`src/fsk_consts.svh`:
```
/*
  Constants of the FSK modem mode and tone control: tone frequencies, clock rate,
  carrier detect timing and hysteresis, mode pin codes.
  Assumes it is included by bare name from every file that needs a figure.
*/
`ifndef FSK_CONSTS_SVH
`define FSK_CONSTS_SVH

`define REF_CLK_HZ       64'd10000000
`define ACC_W            24
`define TONE_OUT_W       8
`define TONE_IDLE        8'h80

`define BELL_SPACE_LO_HZ 64'd1070
`define BELL_MARK_LO_HZ  64'd1270
`define BELL_SPACE_HI_HZ 64'd2025
`define BELL_MARK_HI_HZ  64'd2225
`define BELL_ECHO_HZ     64'd2225
`define V21_SPACE_LO_HZ  64'd1180
`define V21_MARK_LO_HZ   64'd980
`define V21_SPACE_HI_HZ  64'd1850
`define V21_MARK_HI_HZ   64'd1650
`define V21_ECHO_HZ      64'd2100

`define CD_ON_US_PER_NF  64'd6400
`define CD_OFF_US_PER_NF 64'd540
`define US_PER_S         64'd1000000
`define CD_HYST_DB       8'h03

`define LOOP_BIT_HI      1
`define LOOP_BIT_MID     0

`endif

```
`src/fsk_pkg.sv`:
```
/*
  Types of the FSK modem mode and tone control.
  Assumes nothing beyond a SystemVerilog compiler.
*/
`default_nettype none
package fsk_pkg;
  typedef enum logic [1:0] {
    LOOP_LOW  = 2'b00,
    LOOP_MID  = 2'b01,
    LOOP_HIGH = 2'b11
  } loop_level_type;

  typedef enum logic [2:0] {
    MODE_NORMAL  = 3'b000,
    MODE_ECHO    = 3'b001,
    MODE_LOOP    = 3'b010,
    MODE_SQUELCH = 3'b011,
    MODE_DOWN    = 3'b100
  } op_mode_type;

  typedef enum logic {
    CD_ABSENT = 1'b0,
    CD_FOUND  = 1'b1
  } cd_state_type;
endpackage
`default_nettype wire

```
`src/bit_stream_if.sv`:
```
/*
  Valid/ready stream bundle between the control core and its data buffer.
  Assumes one clock shared by both ends.
*/
`timescale 1ns/1ns
`default_nettype none
interface bit_stream_if #(parameter int WIDTH = 1);
  logic             valid;
  logic             ready;
  logic [WIDTH-1:0] data;
  modport src (output valid, output data, input ready);
  modport snk (input valid, input data, output ready);
endinterface
`default_nettype wire

```
`src/fifo_buf.sv`:
```
/*
  Small flip-flop FIFO with valid/ready on both sides.
  Assumes one clock and an asynchronous active-low reset.
*/
`timescale 1ns/1ns
`default_nettype none
module fifo_buf #(
  parameter int WIDTH = 1,
  parameter int DEPTH = 4
) (
  input  wire logic ref_clk,   // reference clock
  input  wire logic rst_n,     // async reset, low active
  bit_stream_if.snk wr,        // filling side
  bit_stream_if.src rd         // draining side
);
  localparam int AW = $clog2(DEPTH);
  logic [WIDTH-1:0] mem_q [DEPTH];
  logic [AW-1:0]    wp_q;
  logic [AW-1:0]    rp_q;
  logic [AW:0]      cnt_q;
  logic             push;
  logic             pop;

  // honest full and empty from the fill count
  assign wr.ready = (cnt_q != (AW+1)'(DEPTH));
  assign rd.valid = (cnt_q != '0);
  assign rd.data  = mem_q[rp_q];
  assign push     = wr.valid && wr.ready;
  assign pop      = rd.valid && rd.ready;

  // storage write
  always_ff @(posedge ref_clk) begin
    if (push) begin
      mem_q[wp_q] <= wr.data;
    end
  end

  // pointers and count
  always_ff @(posedge ref_clk or negedge rst_n) begin
    if (!rst_n) begin
      wp_q  <= '0;
      rp_q  <= '0;
      cnt_q <= '0;
    end else begin
      if (push) begin
        wp_q <= (wp_q == AW'(DEPTH-1)) ? '0 : wp_q + 1'b1;
      end
      if (pop) begin
        rp_q <= (rp_q == AW'(DEPTH-1)) ? '0 : rp_q + 1'b1;
      end
      cnt_q <= cnt_q + (AW+1)'(push) - (AW+1)'(pop);
    end
  end
endmodule
`default_nettype wire

```
`src/fsk_mode_ctrl.sv`:
```
/*
  Mode decode, tone synthesis and carrier detect timing of a 300 baud FSK modem.
  Assumes pins arrive asynchronous and pass two flops; the carrier level and the
  threshold and delay settings come from logic on ref_clk.
*/
`timescale 1ns/1ns
`default_nettype none
`include "fsk_consts.svh"
module fsk_mode_ctrl #(
  parameter bit          BELL          = 1'b1,  // 1 bell 103 tones, 0 v21 tones
  parameter int          CAP_W         = 16,    // width of delay capacitance in nF
  parameter int unsigned ON_CYC_PER_NF = 32'(`CD_ON_US_PER_NF * `REF_CLK_HZ / `US_PER_S),
  parameter int unsigned OFF_CYC_PER_NF = 32'(`CD_OFF_US_PER_NF * `REF_CLK_HZ / `US_PER_S)
) (
  input  wire logic                  ref_clk,           // 10 MHz reference clock
  input  wire logic                  rst_n,             // async reset, low active
  input  wire logic                  tx_data,           // serial transmit bit pin
  input  wire logic                  band_sel,          // high originate/ch1 pin
  input  wire logic                  tone_mute,         // squelch pin
  input  wire logic [1:0]            loop_echo_sel,     // window comparator of loop pin
  input  wire logic                  rx_bit_raw,        // demodulator slicer pin
  input  wire logic [7:0]            carrier_level,     // received level, dB steps
  input  wire logic [7:0]            carrier_level_adj, // on-threshold, dB steps
  input  wire logic [CAP_W-1:0]      carrier_delay_cap, // delay capacitance in nF
  output logic [`TONE_OUT_W-1:0]     line_tone_out,     // tone phase word
  output logic                       tone_on,           // modulator running
  output logic                       line_driver_en,    // line driver powered
  output logic                       loop_route,        // tx to rx analog switch
  output logic                       rx_low_band,       // demod uses low pair
  output logic                       power_down,        // chip powered down
  output logic                       carrier_found_n,   // low while carrier found
  output logic                       rx_data            // received data
);
  import fsk_pkg::*;

  logic [4:0]       meta_q;
  logic [4:0]       sync_q;
  logic             tx_s;
  logic             band_s;
  logic             mute_s;
  logic             rx_s;
  loop_level_type   loop_lvl;
  op_mode_type      mode;
  logic [`ACC_W-1:0] tx_inc;
  logic [`ACC_W-1:0] phase_q;
  logic [7:0]       off_thr;
  logic             above_on;
  logic             below_off;
  cd_state_type     cd_q;
  logic [31:0]      pre_q;
  logic [CAP_W:0]   unit_q;
  logic [31:0]      pre_lim;
  logic             unit_tick;
  logic             cd_arm;
  bit_stream_if #(.WIDTH(1)) fill ();
  bit_stream_if #(.WIDTH(1)) drain ();

  // phase step for a frequency at the reference rate, rounded to nearest
  function automatic logic [`ACC_W-1:0] inc_of(input logic [63:0] hz);
    logic [63:0] num;
    num = (hz << `ACC_W) + (`REF_CLK_HZ >> 1);
    return `ACC_W'(num / `REF_CLK_HZ);
  endfunction

  // two-flop synchronisers for the pins
  always_ff @(posedge ref_clk or negedge rst_n) begin
    if (!rst_n) begin
      meta_q <= 5'h00;
      sync_q <= 5'h00;
    end else begin
      meta_q <= {rx_bit_raw, loop_echo_sel, tone_mute, band_sel};
      sync_q <= meta_q;
    end
  end
  assign band_s = sync_q[0];
  assign mute_s = sync_q[1];
  assign rx_s   = sync_q[4];

  // three-level decode of the loop input
  always_comb begin
    if (sync_q[2+`LOOP_BIT_HI]) begin
      loop_lvl = LOOP_HIGH;
    end else if (sync_q[2+`LOOP_BIT_MID]) begin
      loop_lvl = LOOP_MID;
    end else begin
      loop_lvl = LOOP_LOW;
    end
  end

  // operating mode from mute and loop level
  always_comb begin
    case ({mute_s, loop_lvl})
      {1'b0, LOOP_LOW}:  mode = MODE_NORMAL;
      {1'b0, LOOP_MID}:  mode = MODE_ECHO;
      {1'b0, LOOP_HIGH}: mode = MODE_LOOP;
      {1'b1, LOOP_HIGH}: mode = MODE_DOWN;
      default:           mode = MODE_SQUELCH;
    endcase
  end

  // transmit bits pass through the buffer; it stalls outside normal and loopback modes
  logic tx_meta_q;
  logic tx_sync_q;
  always_ff @(posedge ref_clk or negedge rst_n) begin
    if (!rst_n) begin
      tx_meta_q <= 1'b1;
      tx_sync_q <= 1'b1;
    end else begin
      tx_meta_q <= tx_data;
      tx_sync_q <= tx_meta_q;
    end
  end
  assign fill.valid  = 1'b1;
  assign fill.data   = tx_sync_q;
  assign drain.ready = (mode == MODE_NORMAL) || (mode == MODE_LOOP);
  fifo_buf #(.WIDTH(1), .DEPTH(4)) tx_buf (
    .ref_clk (ref_clk),
    .rst_n   (rst_n),
    .wr      (fill),
    .rd      (drain)
  );
  assign tx_s = drain.valid ? drain.data : 1'b1;

  // tone choice: band and bit pick the pair member, echo overrides
  always_comb begin
    if (mode == MODE_ECHO) begin
      tx_inc = BELL ? inc_of(`BELL_ECHO_HZ) : inc_of(`V21_ECHO_HZ);
    end else if (BELL) begin
      if (band_s) begin
        tx_inc = tx_s ? inc_of(`BELL_MARK_LO_HZ) : inc_of(`BELL_SPACE_LO_HZ);
      end else begin
        tx_inc = tx_s ? inc_of(`BELL_MARK_HI_HZ) : inc_of(`BELL_SPACE_HI_HZ);
      end
    end else begin
      if (band_s) begin
        tx_inc = tx_s ? inc_of(`V21_MARK_LO_HZ) : inc_of(`V21_SPACE_LO_HZ);
      end else begin
        tx_inc = tx_s ? inc_of(`V21_MARK_HI_HZ) : inc_of(`V21_SPACE_HI_HZ);
      end
    end
  end

  // phase accumulator, held at zero while no tone is wanted
  always_ff @(posedge ref_clk or negedge rst_n) begin
    if (!rst_n) begin
      phase_q <= '0;
      tone_on <= 1'b0;
    end else if ((mode == MODE_SQUELCH) || (mode == MODE_DOWN)) begin
      phase_q <= '0;
      tone_on <= 1'b0;
    end else begin
      phase_q <= phase_q + tx_inc;
      tone_on <= 1'b1;
    end
  end

  // registered tone word, idle level when silent
  always_ff @(posedge ref_clk or negedge rst_n) begin
    if (!rst_n) begin
      line_tone_out <= `TONE_IDLE;
    end else if (tone_on) begin
      line_tone_out <= phase_q[`ACC_W-1 -: `TONE_OUT_W];
    end else begin
      line_tone_out <= `TONE_IDLE;
    end
  end

  // analog path switches and power state
  always_ff @(posedge ref_clk or negedge rst_n) begin
    if (!rst_n) begin
      line_driver_en <= 1'b0;
      loop_route     <= 1'b0;
      rx_low_band    <= 1'b0;
      power_down     <= 1'b0;
    end else begin
      power_down     <= (mode == MODE_DOWN);
      loop_route     <= (mode == MODE_LOOP);
      line_driver_en <= (mode != MODE_DOWN) &&
                        !((mode == MODE_SQUELCH) && (loop_lvl != LOOP_LOW));
      // normal hears the far pair; loopback hears its own transmit pair
      rx_low_band    <= (mode == MODE_LOOP) ? band_s : !band_s;
    end
  end

  // carrier thresholds with fixed hysteresis
  assign off_thr   = (carrier_level_adj > `CD_HYST_DB) ?
                     (carrier_level_adj - `CD_HYST_DB) : 8'h00;
  assign above_on  = (carrier_level >= carrier_level_adj);
  assign below_off = (carrier_level < off_thr);
  assign cd_arm    = (mode != MODE_DOWN) &&
                     ((cd_q == CD_ABSENT) ? above_on : below_off);
  assign pre_lim   = (cd_q == CD_ABSENT) ? ON_CYC_PER_NF : OFF_CYC_PER_NF;
  assign unit_tick = (pre_q >= pre_lim - 32'd1);

  // delay timer: prescaler per nF, then units of capacitance
  always_ff @(posedge ref_clk or negedge rst_n) begin
    if (!rst_n) begin
      pre_q  <= '0;
      unit_q <= '0;
    end else if (!cd_arm || (unit_q > {1'b0, carrier_delay_cap})) begin
      pre_q  <= '0;
      unit_q <= '0;
    end else if (unit_tick) begin
      pre_q  <= '0;
      unit_q <= unit_q + 1'b1;
    end else begin
      pre_q  <= pre_q + 32'd1;
    end
  end

  // carrier state: flips once the level held past the delay; power down drops a found carrier at once
  always_ff @(posedge ref_clk or negedge rst_n) begin
    if (!rst_n) begin
      cd_q <= CD_ABSENT;
    end else begin
      case (cd_q)
        CD_ABSENT: begin
          if (cd_arm && (unit_q > {1'b0, carrier_delay_cap})) begin
            cd_q <= CD_FOUND;
          end
        end
        CD_FOUND: begin
          if (mode == MODE_DOWN) begin
            cd_q <= CD_ABSENT;
          end else if (cd_arm && (unit_q > {1'b0, carrier_delay_cap})) begin
            cd_q <= CD_ABSENT;
          end
        end
        default: cd_q <= CD_ABSENT;
      endcase
    end
  end

  // registered carrier flag and clamped data
  always_ff @(posedge ref_clk or negedge rst_n) begin
    if (!rst_n) begin
      carrier_found_n <= 1'b1;
      rx_data         <= 1'b1;
    end else begin
      carrier_found_n <= (cd_q != CD_FOUND);
      rx_data         <= (cd_q != CD_FOUND) ? 1'b1 : rx_s;
    end
  end
endmodule
`default_nettype wire

```
`config.mk`:
```
export PLATFORM = sky130hd
export DESIGN_NAME = fsk_mode_ctrl
export DESIGN_NICKNAME = d
export VERILOG_FILES = /design/src/fsk_pkg.sv /design/src/bit_stream_if.sv /design/src/fifo_buf.sv /design/src/fsk_mode_ctrl.sv
export VERILOG_INCLUDE_DIRS = /design/src
export SDC_FILE = /design/constraint.sdc
export NUM_CORES = 1
export LEC_CHECK = 0
export BUFFER_PORTS_ARGS = -buffer_cell sky130_fd_sc_hd__buf_2
export CAP_MARGIN = 20
export CORE_ASPECT_RATIO = 0.5
export CORE_UTILIZATION = 60
export DETAILED_ROUTE_END_ITERATION = 8
export GPL_TIMING_DRIVEN = 0
export PLACE_DENSITY = 0.9
export SLEW_MARGIN = 0
export SYNTH_ARGS = -nofsm -noshare
export SYNTH_HDL_FRONTEND = slang
export SYNTH_HIERARCHICAL = 1
export SYNTH_SLANG_ARGS = --single-unit
```
`constraint.sdc`:
```
create_clock -name ref_clk -period 4.04 [get_ports ref_clk]
set_input_delay 0.202 -clock ref_clk [delete_from_list [all_inputs] [get_ports ref_clk]]
set_output_delay 0.202 -clock ref_clk [all_outputs]
set_load 0.02 [all_outputs]
```
==> flow_summary_export.csv <==
group,metric,value,unit
outcome,status,"complete, no violations",
cts,cts_tree,"built",
route,ant_nets,0,
cells_and_area,areaGrowthSynthToFinish,14.7,%
route,drcViolationCount,0,
timing,finalSetupViolations,0,
setup_path,worstPathRequired,4.31,ns
die,die_w,146,um
route,first_iter_violations,311,
placed_design,port_buffers,54,
timing,worst_slack,0.407,ns
die,start_util,63.7,%
setup_path,crit_arrival,3.91,ns
route,routedWlPerCell,15.0,um
synthesis,synth_top_area_share,41.6,%
timing,rsz0062_at_grt,"no",
timing,max-slew-margin-rel,40.6,%
timing,timing_hold_violations_final,0,
synthesis,syn_area_per_cell,10.2,um2
cts,htreeDepth,3,
cts,clock_path_buffers,2,
cts,cts-root-buf,"clkbuf_16",
cts,clkSinkCount,112,
placed_design,place_inst,818,
synthesis,synthDistinctLibCells,60,
cells_and_area,final_nets,808,
synthesis,netlist_instances,610,
placed_design,place_ws,0.549,ns
route,first_pass_iters,4,
cells_and_area,final_util,73.1,%
setup_path,end_kind,"flop",
synthesis,synth-seq-area-share,45.6,%
global_route,grt_max_degree,70,
pwr,finalPower,3.37,mW
placed_design,dp_hpwl,8970,um
cells_and_area,num_antenna_cells,0,
timing,maxSlewViolCount,0,
synthesis,ys_seq_elements,112,
synthesis,yosysWarnings,6,
route,vias,4756,
timing,holdWs,0.350,ns
cts,post-cts-setup-buffers,0,
die,core-area,9730,um2
cells_and_area,fillers,639,
hold_path,min_path_type,"flop to flop",
die,io_pins,55,
setup_path,start_kind,"flop",
global_route,grt.total_usage,25.6,%
cells_and_area,drive_gt1_share,14.6,%
pwr,ir_worst_vdd,302,uV
pwr,power_density,474,nW/um2
pwr,power_leakage,3.38,nW
die,die_h,73.9,um
synthesis,synthArstFlopShare,96.4,%
placed_design,dpl_cell_area,6730,um2
global_route,grt_pass1_vias,4881,
synthesis,synthesis.area,6200,um2
global_route,grt_overflow,0,
cells_and_area,final-instance-count-excl-fill,841,
route,drt-total-wl,12600,um
timing,worstMarginPinSlew,0.891,ns
synthesis,synth_edf_count,4,
timing,max_freq,0.275,GHz
cts,cts.reportedPaths.clkPinSlew,0.07,ns
setup_path,r2r_start,"tx_buf/rp_q[0]$_DFFE_PN0P_",
global_route,grt_pass1_wl,21600,um
global_route,antenna_found_initial,0,
setup_path,cp-startpoint,"tx_buf/rp_q[0]$_DFFE_PN0P_",
job,maxCapViolations,0,
timing,period_needed,3.63,ns
placed_design,gp_congestion,0.891,
synthesis,ys.flop_type,"dfrtp_1",
die,dieArea,10800,um2
setup_path,reg2reg_slack,0.41,ns
timing,skew,0.00768,ns
setup_path,critical_path_peak_fanout,10,
setup_path,critPathKind,"flop to flop",
die,rows,25,
synthesis,synthTopCellsByArea,"dfrtp_1 42%, ha_1 13%, xnor2_1 4.5%, nor2_1 3.8%, inv_1 3.3%",
cts,cts-buffers-inserted,9,
timing,min_period_over_period,89.9,%
cells_and_area,stdcell_area,7110,um2
synthesis,synth_largest_area_cell,"dfrtp_1",
cts,clock_latency,0.35,ns
route,via_per_inst,5.66,
hold_path,hp-start,"meta_q[3]$_DFF_PN0_",
timing,finalSetupTns,0,ns
-- cells by family after synthesis --
family,count (synthesis),synth area share [%]
compound gates,109,12.0
flops,112,45.6
buf+inv,64,4.08
mux,8,1.69
simple gates,202,16.2
other cells,2,0.121
fa+ha+maj,67,13.8
xor+xnor,46,6.50
-- path summary, 6_finish.rpt --
check                      depth (start not counted)                        end
max                                               14      phase_q[19]$_DFF_PN0_
min                                                0        sync_q[3]$_DFF_PN0_
max reg2reg                                       14      phase_q[19]$_DFF_PN0_
min reg2reg                                        0        sync_q[3]$_DFF_PN0_
max in group asynchronous                          3  carrier_found_n$_DFF_PN1_
min in group asynchronous                          2  tx_buf/cnt_q[0]$_DFF_PN0_
-- state kept, by name, indices dropped and copies added, names as in the netlist --
| register | flops |
|---|---|
| pre_q | 32 |
| phase_q | 24 |
| unit_q | 17 |
| line_tone_out | 8 |
| meta_q | 5 |
| sync_q | 5 |
| tx_buf/mem_q | 4 |
| tx_buf/cnt_q | 3 |
| tx_buf/rp_q | 2 |
| tx_buf/wp_q | 2 |
| carrier_found_n | 1 |
| cd_q | 1 |
| fill.data | 1 |
| line_driver_en | 1 |
| loop_route | 1 |
| power_down | 1 |
| rx_data | 1 |
| rx_low_band | 1 |
| tone_on | 1 |
| tx_meta_q | 1 |
-- placed cells by master, fill, tap and decap left out, types with 3 or more instances in the layout --
master / instances
nand2b_1: 4
and2_1: 13
clkbuf_1: 5
or3_1: 8
nor2_1: 63
conb_1: 20
nor4_1: 5
dfstp_2: 5
ha_1: 65
a31oi_1: 4
dlygate4sd3_1: 7
or2_2: 3
dfrtp_1: 103
xnor2_1: 32
nand2_1: 37
nor3b_1: 3
nand3_1: 26
o211ai_1: 4
mux2i_1: 3
and3_2: 4
a211oi_1: 16
nor3_1: 5
clkbuf_16: 9
inv_1: 54
o21a_1: 5
edfxtp_1: 4
a21o_1: 6
a21oi_1: 34
o21ai_0: 19
nand4_1: 10
buf_2: 57
xor2_1: 14
and3_1: 9
-- cells in the mapped netlist, drive strengths merged, types with 2 or more instances --
library cell,n
nand3,26
o41ai,2
a311oi,2
o211ai,5
a211o,2
o21ai,20
edfxtp,4
mux2i,3
fa,2
mux2,4
or2,3
o21a,5
a21o,6
a21boi,2
dfrtp,103
a2111oi,3
dfstp,5
and3,13
a21oi,34
ha,65
a31oi,4
clkbuf,5
nand3b,2
conb,2
nand2b,4
nor2,63
and2,14
xor2,14
or4,2
nand2,37
nor4,5
buf,5
a31o,2
inv,54
nor3b,3
nor3,5
nand4,10
nor2b,2
and4,2
xnor2,32
a211oi,17
or3,9
-- critical path, cell delays in order (launching register included) --
cell	delay, ns
dfrtp_1	0.42
mux4_2	0.51
nand2b_1	0.22
ha_1	0.29
and2_1	0.16
inv_1	0.07
ha_1	0.27
buf_2	0.16
and3_1	0.24
nand3_1	0.12
o211ai_1	0.26
a21oi_1	0.15
clkbuf_1	0.19
or3_1	0.34
a21oi_1	0.15
-- cell type report --
type / instances / area (um2) / share of cell area, %
Timing Repair Buffer: 62 / 363 / 5.10
Tap cell: 135 / 169 / 2.37
Inverter: 54 / 203 / 2.85
Clock inverter: 6 / 75.1 / 1.06
Buffer: 10 / 50.0 / 0.703
Sequential cell: 112 / 2830 / 39.8
Multi-Input combinational cell: 452 / 3190 / 44.8
Clock buffer: 10 / 239 / 3.36
-- routing by layer --
| layer | up-vias | part of all wire [%] | GRT usage [%] | wire length (um) |
|---|---|---|---|---|
| li1 | 2292 | - | - | - |
| met1 | 2313 | 43 | 30.0 | 5400 |
| met3 | 32 | 3.7 | 4.97 | 468 |
| met5 | - | 0 | 0 | 0 |
| met4 | 0 | 2.4 | 9.24 | 302 |
| met2 | 119 | 51 | 48.0 | 6440 |
-- report_power, final --
group / leakage (nW) / total (mW) / internal, mW / switching [mW]
clock network: 0.152 / 0.929 / 0.508 / 0.421
registers: 1.43 / 1.35 / 1.26 / 0.0952
logic: 1.80 / 1.09 / 0.468 / 0.620
-- repair_timing --
action | 4_1_cts | 5_1_grt
endpoints found under the setup margin | 0 | 0
hold endpoints to repair | 24 | 0
hold buffers | 7 | 0
resized for setup | 0 | 0
Note: power is estimated with default switching activity, not from simulation.
